===== src/rtl/tsrc_map.svh =====
// tsrc_map.svh: timing counts and default selector positions for the transfer switch
// reset and option control; assumes a 10 MHz system clock.
`ifndef TSRC_MAP_SVH
`define TSRC_MAP_SVH
`define TSRC_CLK_HZ 10000000
`define TSRC_TICK_CYC (`TSRC_CLK_HZ)
`define TSRC_CLEAR_HOLD_S 3
`define TSRC_RESET_HOLD_S 6
`define TSRC_TEST_PRESS_S 1
`define TSRC_DEBOUNCE_CYC 16
`define TSRC_SEC_PER_MIN 60
`define TSRC_RETRANSFER_MIN 3
`define TSRC_EXERCISE_MIN 5
`define TSRC_DEF_COOLDOWN 4'h5
`define TSRC_DEF_START 4'h3
`define TSRC_DEF_TRANSFER 4'h3
`define TSRC_DEF_RETRANSFER 4'h2
`define TSRC_DEF_EXERCISE 4'h4
`endif


===== src/rtl/tsrc_pkg.sv =====
// tsrc_pkg.sv: types for the transfer switch reset and option control.
// assumes nothing beyond a SystemVerilog compiler.
`default_nettype none
package tsrc_pkg;
  typedef logic [3:0] tsrc_sel_t;
  typedef logic [11:0] tsrc_secs_t;
  typedef enum logic [2:0] {
    TSRC_IDLE = 3'b001,
    TSRC_ARMED = 3'b010,
    TSRC_RUN = 3'b100
  } tsrc_test_e;
endpackage
`default_nettype wire


===== src/rtl/tsrc_sync_db.sv =====
// tsrc_sync_db.sv: two-flop synchroniser and debouncer for a contact.
// assumes the contact level is slow compared with the clock.
`default_nettype none
module tsrc_sync_db #(
  parameter int DB_CYC = 16
) (
  // clock and reset
  input wire logic clk_in,
  input wire logic resetn_in,
  // contact
  input wire logic raw_in,
  output logic clean_out
);
  logic meta_reg;
  logic sync_reg;
  logic [15:0] cnt_reg;
  logic [15:0] cnt_next;
  logic differs;
  logic settled;
  assign differs = sync_reg != clean_out;
  assign settled = cnt_reg == 16'(DB_CYC);
  assign cnt_next = differs ? cnt_reg + 16'h0001 : 16'h0000;
  always_ff @(posedge clk_in or negedge resetn_in)
  begin
    if (!resetn_in)
    begin
      meta_reg <= 1'b0;
      sync_reg <= 1'b0;
      cnt_reg <= 16'h0000;
      clean_out <= 1'b0;
    end
    else
    begin
      meta_reg <= raw_in;
      sync_reg <= meta_reg;
      cnt_reg <= settled ? 16'h0000 : cnt_next;
      if (settled)
        clean_out <= sync_reg;
    end
  end
endmodule
`default_nettype wire


===== src/rtl/tsrc_ctrl.sv =====
// tsrc_ctrl.sv: pushbutton reset gestures and accessory option control.
// assumes buttons already debounced by the panel, other inputs but the remote test contact synchronous.
// Functional notes
// - both buttons held three seconds clear latched faults and warnings
// - warnings clear on source change or a transfer command
// - common fault output closed from fault latch until reset clear
// - both buttons held six seconds restore power-up control state
// - full reset erases the exercise schedule
// - both buttons pressed silence the sounding horn
// - horn sounds on any fault until cleared or silenced
// - selector position zero reads as ten
// - cooldown in minutes, start and transfer delays in seconds
// - retransfer three minutes per step, exercise five minutes per step
// - default selector positions give the fixed factory delays
// - gen-supplying-load closed in emergency with generator available
// - interval switch picks one or two week exercise period
// - interval change takes effect after the next exercise or when the exerciser is programmed
// - remote test input controls a loaded test
// - hold mode: test runs while contact closed, stops when open
// - momentary mode: release after one second toggles the test
// - horn enable gates the horn, off stops it on the next clock
`default_nettype none
`include "tsrc_map.svh"
module tsrc_ctrl #(
  parameter int TICK_CYC = `TSRC_TICK_CYC
) (
  // clock and reset
  input wire logic clk_in,
  input wire logic resetn_in,
  // panel pushbuttons, debounced, high when pressed
  input wire logic btn_test_in,
  input wire logic btn_exercise_in,
  // fault and warning events from the transfer logic, one-cycle pulses
  input wire logic fault_event_in,
  input wire logic warn_event_in,
  input wire logic src_change_in,
  input wire logic xfer_cmd_in,
  // switch state
  input wire logic in_emergency_in,
  input wire logic gen_avail_in,
  // exerciser
  input wire logic exer_program_in,
  input wire logic exer_done_in,
  // accessory board
  input wire logic board_present_in,
  input wire tsrc_pkg::tsrc_sel_t sel_cooldown_in,
  input wire tsrc_pkg::tsrc_sel_t sel_start_in,
  input wire tsrc_pkg::tsrc_sel_t sel_transfer_in,
  input wire tsrc_pkg::tsrc_sel_t sel_retransfer_in,
  input wire tsrc_pkg::tsrc_sel_t sel_exercise_in,
  input wire logic dip_two_week_in,
  input wire logic spare_option_a_in,
  input wire logic remote_test_hold_mode_in,
  input wire logic spare_option_b_in,
  input wire logic dip_alarm_en_in,
  input wire logic remote_test_in,
  // status and control outputs
  output logic fault_latched_out,
  output logic warn_latched_out,
  output logic common_fault_out,
  output logic horn_out,
  output logic ack_flash_out,
  output logic ctrl_reset_out,
  output logic gen_load_out,
  output logic test_active_out,
  output logic gen_stop_out,
  output logic exer_set_out,
  output logic exer_two_week_out,
  output tsrc_pkg::tsrc_secs_t cooldown_s_out,
  output tsrc_pkg::tsrc_secs_t start_s_out,
  output tsrc_pkg::tsrc_secs_t transfer_s_out,
  output tsrc_pkg::tsrc_secs_t retransfer_s_out,
  output tsrc_pkg::tsrc_secs_t exercise_s_out
);
  import tsrc_pkg::*;

  ////////////////////////////////////////////////////////////////////////
  // one-second tick
  logic [23:0] div_reg;
  logic tick;
  assign tick = div_reg == 24'(TICK_CYC - 1);
  always_ff @(posedge clk_in or negedge resetn_in)
  begin
    if (!resetn_in)
      div_reg <= 24'h000000;
    else
      div_reg <= tick ? 24'h000000 : div_reg + 24'h000001;
  end
  ////////////////////////////////////////////////////////////////////////
  // both-buttons hold counter
  logic both, both_d_reg, clear_fire, reset_fire;
  logic [2:0] hold_reg;
  assign both = btn_test_in & btn_exercise_in;
  // clear at three, reset at six, release cancels
  assign clear_fire = both & tick & (hold_reg == 3'(`TSRC_CLEAR_HOLD_S - 1));
  assign reset_fire = both & tick & (hold_reg == 3'(`TSRC_RESET_HOLD_S - 1));
  always_ff @(posedge clk_in or negedge resetn_in)
  begin
    if (!resetn_in)
      hold_reg <= 3'h0;
    else if (!both)
      hold_reg <= 3'h0;
    else if (tick && hold_reg != 3'(`TSRC_RESET_HOLD_S))
      hold_reg <= hold_reg + 3'h1;
  end
  ////////////////////////////////////////////////////////////////////////
  // fault, warning, horn
  logic warn_clear, horn_next, silence;
  logic [2:0] ack_reg;
  assign warn_clear = src_change_in | xfer_cmd_in | clear_fire | reset_fire;
  // press of both buttons silences the horn
  assign silence = board_present_in & both & ~both_d_reg;
  // horn follows latched fault unless silenced
  assign horn_next = (fault_event_in | (horn_out & fault_latched_out))
    & ~silence & ~clear_fire & ~reset_fire
    & board_present_in & dip_alarm_en_in;
  always_ff @(posedge clk_in or negedge resetn_in)
  begin
    if (!resetn_in)
    begin
      both_d_reg <= 1'b0;
      fault_latched_out <= 1'b0;
      warn_latched_out <= 1'b0;
      common_fault_out <= 1'b0;
      horn_out <= 1'b0;
      ack_reg <= 3'h0;
      ack_flash_out <= 1'b0;
      ctrl_reset_out <= 1'b0;
    end
    else
    begin
      both_d_reg <= both;
      // common fault contact follows the latch
      if (fault_event_in)
      begin
        fault_latched_out <= 1'b1;
        common_fault_out <= 1'b1;
      end
      else if (clear_fire || reset_fire)
      begin
        fault_latched_out <= 1'b0;
        common_fault_out <= 1'b0;
      end
      if (warn_event_in)
        warn_latched_out <= 1'b1;
      else if (warn_clear)
        warn_latched_out <= 1'b0;
      horn_out <= horn_next;
      // acknowledge flash for two seconds
      if (clear_fire)
        ack_reg <= 3'h2;
      else if (tick && ack_reg != 3'h0)
        ack_reg <= ack_reg - 3'h1;
      ack_flash_out <= clear_fire | (ack_reg != 3'h0);
      // full reset pulse to the controller
      ctrl_reset_out <= reset_fire;
    end
  end
  ////////////////////////////////////////////////////////////////////////
  // delay selectors
  // spare_option_a_in and spare_option_b_in are read nowhere
  function automatic tsrc_secs_t sel_val(input tsrc_sel_t s);
    // position zero reads as ten, out of range reads as ten
    sel_val = (s == 4'h0 || s > 4'hA) ? 12'h00A : {8'h00, s};
  endfunction
  tsrc_sel_t cd_s, st_s, tr_s, rt_s, ex_s;
  assign cd_s = board_present_in ? sel_cooldown_in : `TSRC_DEF_COOLDOWN;
  assign st_s = board_present_in ? sel_start_in : `TSRC_DEF_START;
  assign tr_s = board_present_in ? sel_transfer_in : `TSRC_DEF_TRANSFER;
  assign rt_s = board_present_in ? sel_retransfer_in : `TSRC_DEF_RETRANSFER;
  assign ex_s = board_present_in ? sel_exercise_in : `TSRC_DEF_EXERCISE;
  always_ff @(posedge clk_in or negedge resetn_in)
  begin
    if (!resetn_in)
    begin
      cooldown_s_out <= 12'h000;
      start_s_out <= 12'h000;
      transfer_s_out <= 12'h000;
      retransfer_s_out <= 12'h000;
      exercise_s_out <= 12'h000;
    end
    else
    begin
      cooldown_s_out <= 12'(sel_val(cd_s) * `TSRC_SEC_PER_MIN);
      start_s_out <= sel_val(st_s);
      transfer_s_out <= sel_val(tr_s);
      retransfer_s_out <= 12'(sel_val(rt_s)
        * (`TSRC_RETRANSFER_MIN * `TSRC_SEC_PER_MIN));
      exercise_s_out <= 12'(sel_val(ex_s)
        * (`TSRC_EXERCISE_MIN * `TSRC_SEC_PER_MIN));
    end
  end
  ////////////////////////////////////////////////////////////////////////
  // exerciser schedule and gen-load output
  logic pend_reg;
  always_ff @(posedge clk_in or negedge resetn_in)
  begin
    if (!resetn_in)
    begin
      exer_set_out <= 1'b0;
      exer_two_week_out <= 1'b0;
      pend_reg <= 1'b0;
      gen_load_out <= 1'b0;
    end
    else
    begin
      gen_load_out <= in_emergency_in & gen_avail_in;
      if (reset_fire)
      begin
        exer_set_out <= 1'b0;
        pend_reg <= 1'b0;
      end
      else if (exer_program_in)
      begin
        exer_set_out <= 1'b1;
        exer_two_week_out <= board_present_in & dip_two_week_in;
        pend_reg <= 1'b0;
      end
      // new interval after the next exercise, as well as on programming above
      else if (exer_set_out && exer_done_in)
        exer_two_week_out <= board_present_in & dip_two_week_in;
    end
  end
  ////////////////////////////////////////////////////////////////////////
  // remote test
  logic rt_clean, rt_d_reg, press_ok, rt_fall;
  logic [1:0] press_reg;
  tsrc_test_e tst_reg, tst_next;
  tsrc_sync_db #(
    .DB_CYC(`TSRC_DEBOUNCE_CYC)
  ) u_rt_db (
    .clk_in(clk_in),
    .resetn_in(resetn_in),
    .raw_in(remote_test_in & board_present_in),
    .clean_out(rt_clean)
  );
  assign rt_fall = rt_d_reg & ~rt_clean;
  // momentary-mode closures that span no one-second tick are ignored
  assign press_ok = press_reg >= 2'(`TSRC_TEST_PRESS_S);
  always_comb
  begin
    tst_next = tst_reg;
    case (tst_reg)
      TSRC_IDLE:
        if (remote_test_hold_mode_in)
          tst_next = rt_clean ? TSRC_RUN : TSRC_IDLE;
        else if (rt_fall && press_ok)
          tst_next = TSRC_RUN;
      TSRC_RUN:
        if (remote_test_hold_mode_in)
          tst_next = rt_clean ? TSRC_RUN : TSRC_IDLE;
        else if (rt_fall && press_ok)
          tst_next = TSRC_IDLE;
      default:
        tst_next = TSRC_IDLE;
    endcase
  end
  always_ff @(posedge clk_in or negedge resetn_in)
  begin
    if (!resetn_in)
    begin
      rt_d_reg <= 1'b0;
      press_reg <= 2'h0;
      tst_reg <= TSRC_IDLE;
      test_active_out <= 1'b0;
      gen_stop_out <= 1'b0;
    end
    else
    begin
      rt_d_reg <= rt_clean;
      if (!rt_clean)
        press_reg <= 2'h0;
      else if (tick && !press_ok)
        press_reg <= press_reg + 2'h1;
      tst_reg <= reset_fire ? TSRC_IDLE : tst_next;
      test_active_out <= ~reset_fire & (tst_next == TSRC_RUN);
      gen_stop_out <= (tst_reg == TSRC_RUN) & (tst_next == TSRC_IDLE);
    end
  end
endmodule
`default_nettype wire


===== config.mk =====
export PLATFORM = sky130hd
export DESIGN_NAME = tsrc_ctrl
export DESIGN_NICKNAME = d
export VERILOG_FILES = /design/src/rtl/tsrc_pkg.sv /design/src/rtl/tsrc_sync_db.sv /design/src/rtl/tsrc_ctrl.sv
export VERILOG_INCLUDE_DIRS = /design/src /design/src/rtl
export SDC_FILE = /design/constraint.sdc
export NUM_CORES = 1
export LEC_CHECK = 0
export BUFFER_PORTS_ARGS = -buffer_cell sky130_fd_sc_hd__buf_2
export CAP_MARGIN = 20
export CORE_MARGIN = 2
export CORE_UTILIZATION = 57
export CTS_BUF_LIST = sky130_fd_sc_hd__clkbuf_8
export DETAILED_ROUTE_END_ITERATION = 7
export PLACE_DENSITY = 0.92
export SETUP_SLACK_MARGIN = 0.3
export SYNTH_ARGS = -nofsm -noshare
export SYNTH_HDL_FRONTEND = slang
export SYNTH_SLANG_ARGS = --single-unit

===== constraint.sdc =====
create_clock -name clk_in -period 2.2 [get_ports clk_in]
set_input_delay 0.44 -clock clk_in [delete_from_list [all_inputs] [get_ports clk_in]]
set_output_delay 0.44 -clock clk_in [all_outputs]
set_load 0.01 [all_outputs]

After elaboration in Yosys (flattened, before gate mapping)
Cells that the tools add are included.
Storage, ports and cells
  register bits: 104
  word-level logic and storage cells: 138
  output and inout port bits: 71
  input port bits: 39
Operators by class
  $mul: 3
  add/subtract/negate cells: 5
  magnitude comparators: 6
  reductions and logical operators: 24
  eq/ne operators: 12
  bitwise gates (word level): 28
  mux-type cells: 34
Operators by type and width (count)
  $mux W4: 10
  $mux W16: 2
  $mux W3: 10
  $add A24 B1 Y24 const B: 1
  $eq A24 B24 Y1 const B: 1
  $mux W24: 1
  $gt A4 B4 Y1 const B: 5
  $logic_not A4 Y1: 5
  $and A1 B1 Y1: 18
  $add A16 B1 Y16 const B: 1
  $eq A16 B5 Y1 const B: 1
  $mul A4 B6 Y10 const B: 1
  $mul A4 B7 Y10 const B: 1
  $reduce_bool A2 Y1: 5
  $eq A3 B3 Y1 const B: 3
  $mul A4 B4 Y8 const B: 1
  $mux W1: 8
  $eq A3 B1 Y1 const B: 2
  $logic_or A1 B1 Y1: 6
  $pmux W3 S2: 1
  $logic_and A1 B1 Y1: 5
  $not A1 Y1: 5
  $or A1 B1 Y1: 5
  $mux W2: 2
  12 further kinds: 12

Logic depth before layout (Yosys ltp)
  depth after elaboration: 9
  gate-level depth with buffers: 14

Modules after synthesis
Synthesis repeated with hierarchy kept, for this count alone.
Second synthesis, totals
  cells, all modules: 525
  area, all modules: 5531.6 um^2
By module, submodules not included
  tsrc_ctrl: area an instance 4588.2 um^2, cells each 438, sequential area each 2078.2 um^2, instances 1
  tsrc_sync_db: area an instance 943.4 um^2, cells each 87, sequential area each 475.5 um^2, instances 1

Least setup slack after synthesis
No wires, ideal clock.
  path type: in2reg
  start: in board_present_in
  end: reg cooldown_s_out[9]
  path buffers: 1
  arrival time: 3.055 ns
  data required time: 2.120 ns
  library setup time: 0.080 ns
  cell stages on the path: 12
  path slack: -0.935 ns
  cell sequence: clkbuf_1 > o31a_1 > inv_1 > fa_1 > fa_1 > inv_1 > ha_1 > a21o_1 > a21oi_1 > o21bai_1 > a21oi_1 > xnor2_1
Between the ends
  cells in the longest elaborated chain, start to end: 5
  elaborated cells between the ends (all ways): 6
RTL lines
  start, declared: RTL line tsrc_ctrl.sv:45  | input wire logic board_present_in,
  $mux W4 (no source line) *
  $gt A4 B4 Y1 / $logic_not A4 Y1 (equally long branches): RTL line tsrc_ctrl.sv:164  | sel_val = (s == 4'h0 || s > 4'hA) ? 12'h00A : {8'h00, s};
  $logic_or A1 B1 Y1: RTL line tsrc_ctrl.sv:164
  $mux W4 *: RTL line tsrc_ctrl.sv:164
  $mul A4 B4 Y8 (no source line) *
  end signal, assigned: RTL line tsrc_ctrl.sv:184  | cooldown_s_out <= 12'(sel_val(cd_s) * `TSRC_SEC_PER_MIN);
  end, declared: RTL line tsrc_ctrl.sv:69  | output tsrc_pkg::tsrc_secs_t cooldown_s_out,
Every way passes the cells marked *; elsewhere a longest branch is shown, timed or not.
A chain may end at the register's enable or synchronous reset.

Worst setup path in the final report
  start: in sel_cooldown_in[3]
  end: reg cooldown_s_out[9]
Between the ends
  cells in the longest elaborated chain, start to end: 5
  elaborated cells between the ends (all ways): 6
RTL lines
  start, declared: RTL line tsrc_ctrl.sv:46  | input wire tsrc_pkg::tsrc_sel_t sel_cooldown_in,
  $mux W4 (no source line) *
  $gt A4 B4 Y1 / $logic_not A4 Y1 (equally long branches): RTL line tsrc_ctrl.sv:164
  $logic_or A1 B1 Y1: RTL line tsrc_ctrl.sv:164
  $mux W4 *: RTL line tsrc_ctrl.sv:164
  $mul A4 B4 Y8 (no source line) *
Marks and branches as above.

==> impl_metrics.csv <==
group,metric,value,unit
die,core,0.00924,mm^2
routing,drt_iter0_drc,551,
final_layout,fin_util,0.833,
worst_setup_path,crit_slowest_cell,"fa_1",
worst_setup_path,endpoint,"cooldown_s_out[9]",
place,port_buffers,83,
worst_setup_path,path_buf_inv,4,
grt,gr-total-overflow,0,
timing,fin_crit_sh,1.34,
worst_setup_path,cpPeakStageDelay,0.61,ns
clock_tree,cts_tree,"done",
synth,synthCells,517,
timing,rsz0062_at_grt,"true",
routing,num_vias,5352,
final_layout,area_delta_synth_final,41.6,%
grt,antenna_found_initial,0,
routing,wl_met3,2.39,mm
clock_tree,ctsRootBufferMaster,"clkbuf_8",
worst_setup_path,path_depth,14,
worst_setup_path,timing.rr.start,"div_reg[12]",
pwr,p_total,4.77,mW
routing,wl_met1,7.28,mm
routing,vias_per_cell,6.45,
worst_setup_path,path_cells,"buf_4 -> inv_2 -> nor2_2 -> o31a_1 -> inv_2 -> fa_1 -> fa_1 -> inv_2 -> ha_4 -> a21o_1 -> a21oi_2 -> o21bai_1 -> a21oi_2 -> xnor2_1",
clock_tree,htree_levels,3,
worst_setup_path,crit_start,"sel_cooldown_in[3]",
routing,routedWlPerCell,26.5,um
clock_tree,clock_path_buffers,2,
synth,ys_types,53,
routing,drt-total-wl,22.0,mm
timing,setup_slack,-0.752,ns
worst_setup_path,crit_path_end_kind,"flip-flop",
routing,highest_layer,"met4",
worst_setup_path,path_max_fanout,4,
clock_tree,cts.clk_slew.worst_paths,0.11,ns
worst_setup_path,crit_family,"adder cells",
grt,first_global_vias,4905,
synth,ys_seq_area_frac,0.469,
clock_tree,cts-buffers-inserted,9,
synth,syn-cell-area,0.00544,mm^2
pwr,p_per_area,619,mW/mm^2
final_layout,largest_reg_flops,24,
timing,finalCriticalPeriod,2.95,ns
grt,grt_max_degree,51,
worst_setup_path,reg2reg_slack,0.10,ns
synth,ys_ff_latch,102,
final_layout,drive_gt1_frac,0.444,
routing,drcViolationCount,0,
synth,synth_edf_count,0,
die,boundaryPins,110,
timing,finalMaxSlewViolations,0,
worst_setup_path,crit_type,"in -> reg",
grt,grt_pass1_wl,25.5,mm
die,die_h,102,um
timing,setup_viol,15,
place,gp_congestion,0.892,
pwr,peakVddDrop,0.000466,V
worst_setup_path,r2r_cells,5,
grt,track_usage,0.330,
synth,yosys_warnings,0,
die,rows,35,
worst_hold_path,hold_path.class,"in -> reg",
worst_setup_path,regToRegEndpoint,"ack_reg[0]",
status,status,"finished with violations",
routing,postRouteAntennaNets,0,
clock_tree,clock-sinks,102,
synth,synth_ff_type,"dfrtp_1",
synth,synthArstFlopShare,1.00,
die,dieWidth,102,um
pwr,p_leak,3.65,nW
die,dieArea,0.0103,mm^2
worst_setup_path,arrival,3.23,ns
final_layout,finalNetCount,790,
routing,first_pass_iters,8,
worst_setup_path,critPathLaunchType,"input pin",
routing,wl_met2,10.5,mm
worst_setup_path,cp.required,2.48,ns
timing,fin_skew,0.0174,ns
final_layout,antennaDiodeCount,0,
timing,hold_viol_final,0,
status,violations,"negative setup slack",
clock_tree,worstSkewPairLatency,0.39,ns
place,dp_hpwl,9.44,mm
job,drv_cap,0,
die,start_util,0.589,
timing,max_freq,0.339,GHz
worst_setup_path,cp_common_cell,"inv_2",
synth,avgSynthCellArea,10.5,um^2
==> cells by family after synthesis <==
| kind of cell | share of synthesized area |
|---|---|
| AND/OR/NAND/NOR | 0.170 |
| multiplexers | 0.00575 |
| flip-flops | 0.469 |
| buffers and inverters | 0.0676 |
| other | 0.000689 |
| adder cells (fa/ha/maj) | 0.138 |
| XOR/XNOR | 0.0741 |
| AO/OA/AOI/OAI | 0.0750 |
==> area by class of cell <==
class | instances | area (um^2)
inverter | 39 | 146
clock buffer | 9 | 124
tap | 129 | 161
fill | 372 | 1540
clock inverter | 7 | 80.1
timing repair buffer | 177 | 1340
sequential | 102 | 2560
multi-input combinational | 367 | 3290
==> cells in the mapped netlist (2+ instances only) <==
library cell	number	share of area
nand2b_1	2	0.0023
ha_1	47	0.11
mux2i_1	2	0.0037
and4_1	6	0.0097
o21ai_0	15	0.014
a21oi_1	26	0.024
xor2_1	21	0.034
fa_1	8	0.029
and3_1	10	0.011
clkbuf_1	5	0.0035
nor4_1	3	0.0035
nor2_1	34	0.023
nor3b_1	4	0.0055
xnor2_1	25	0.040
a31oi_1	2	0.0023
a21o_1	10	0.014
nand2_1	30	0.021
nor4b_1	3	0.0048
buf_2	2	0.0018
nand4_1	10	0.011
o21a_1	5	0.0069
o21bai_1	3	0.0041
a21boi_0	2	0.0028
nand3_1	23	0.021
nor2b_1	6	0.0069
dfrtp_1	101	0.46
or3_1	2	0.0023
nor3_1	16	0.015
inv_1	39	0.027
and2_1	5	0.0057
buf_4	25	0.034
nand3b_1	4	0.0055
==> metrics by stage <==
step | cell area, um^2 | std cells | setup TNS [ns] | worst slack, ns | hold slack (ns)
6_report | 7700 | 830 | -5.51 | -0.752 | 0.267
4_1_cts | 7120 | 814 | -2.31 | -0.480 | 0.241
2_1_floorplan | 5730 | 541 | -4.02 | -0.713 | 0.144
3_3_place_gp | 6490 | 776 | -8.26 | -0.822 | 0.365
3_5_place_dp | 6490 | 776 | -9.99 | -0.979 | 0.355
5_1_grt | 7700 | 830 | -5.78 | -0.807 | 0.266
==> power breakdown <==
group          total [mW]  leakage, nW  switching (mW)  internal (mW)
clock                1.32        0.102           0.774          0.542
combinational        1.39         2.26           0.738          0.648
sequential           2.07         1.30          0.0687           2.00
total                4.77         3.65            1.58           3.19
==> per-layer routing <==
layer	track usage	vias to the layer above
li1	-	2069
met1	0.368	2567
met2	0.589	531
met3	0.0690	185
met4	0.176	0
met5	0	-
==> cells in the final DEF, fill, tap and decap left out, types with 10 or more instances in the layout <==
master,count
a21oi_2,14
conb_1,25
inv_1,29
xnor2_1,19
nand4_1,10
buf_2,73
inv_2,10
nand2_1,27
ha_4,16
dfrtp_1,98
buf_4,68
nand3_1,19
ha_1,29
nor2_1,24
buf_6,27
a21o_1,10
xor2_1,18
==> worst min-delay path by stage <==
| stage | endpoint | cells past startpoint | startpoint | slack [ns] |
|---|---|---|---|---|
| after floorplan | ack_flash_out | 0 | resetn_in | 0.14 |
| after global placement | u_rt_db.sync_reg | 0 | u_rt_db.meta_reg | 0.36 |
| after detailed placement | u_rt_db.sync_reg | 0 | u_rt_db.meta_reg | 0.36 |
| after CTS | warn_latched_out | 2 | warn_event_in | 0.24 |
| after global routing | warn_latched_out | 2 | warn_event_in | 0.27 |
| final | warn_latched_out | 2 | warn_event_in | 0.27 |
==> repair_timing <==
item,4_1_cts,5_1_grt
hold buffers,1,0
buffers inserted,20,16
gates cloned,1,0
pin swaps,43,54
hold endpoints to repair,24,0
endpoints found under the setup margin,36,61
resized for setup,53,103
==> worst reg2reg max path, cell delays in order, from the launching register on <==
cell and delay (ns):
dfrtp_2 0.49, nand2b_1 0.15, or4_4 0.46, or4_4 0.56
nor3_4 0.19, a21o_1 0.17
Note: power is estimated with default switching activity, not from simulation.
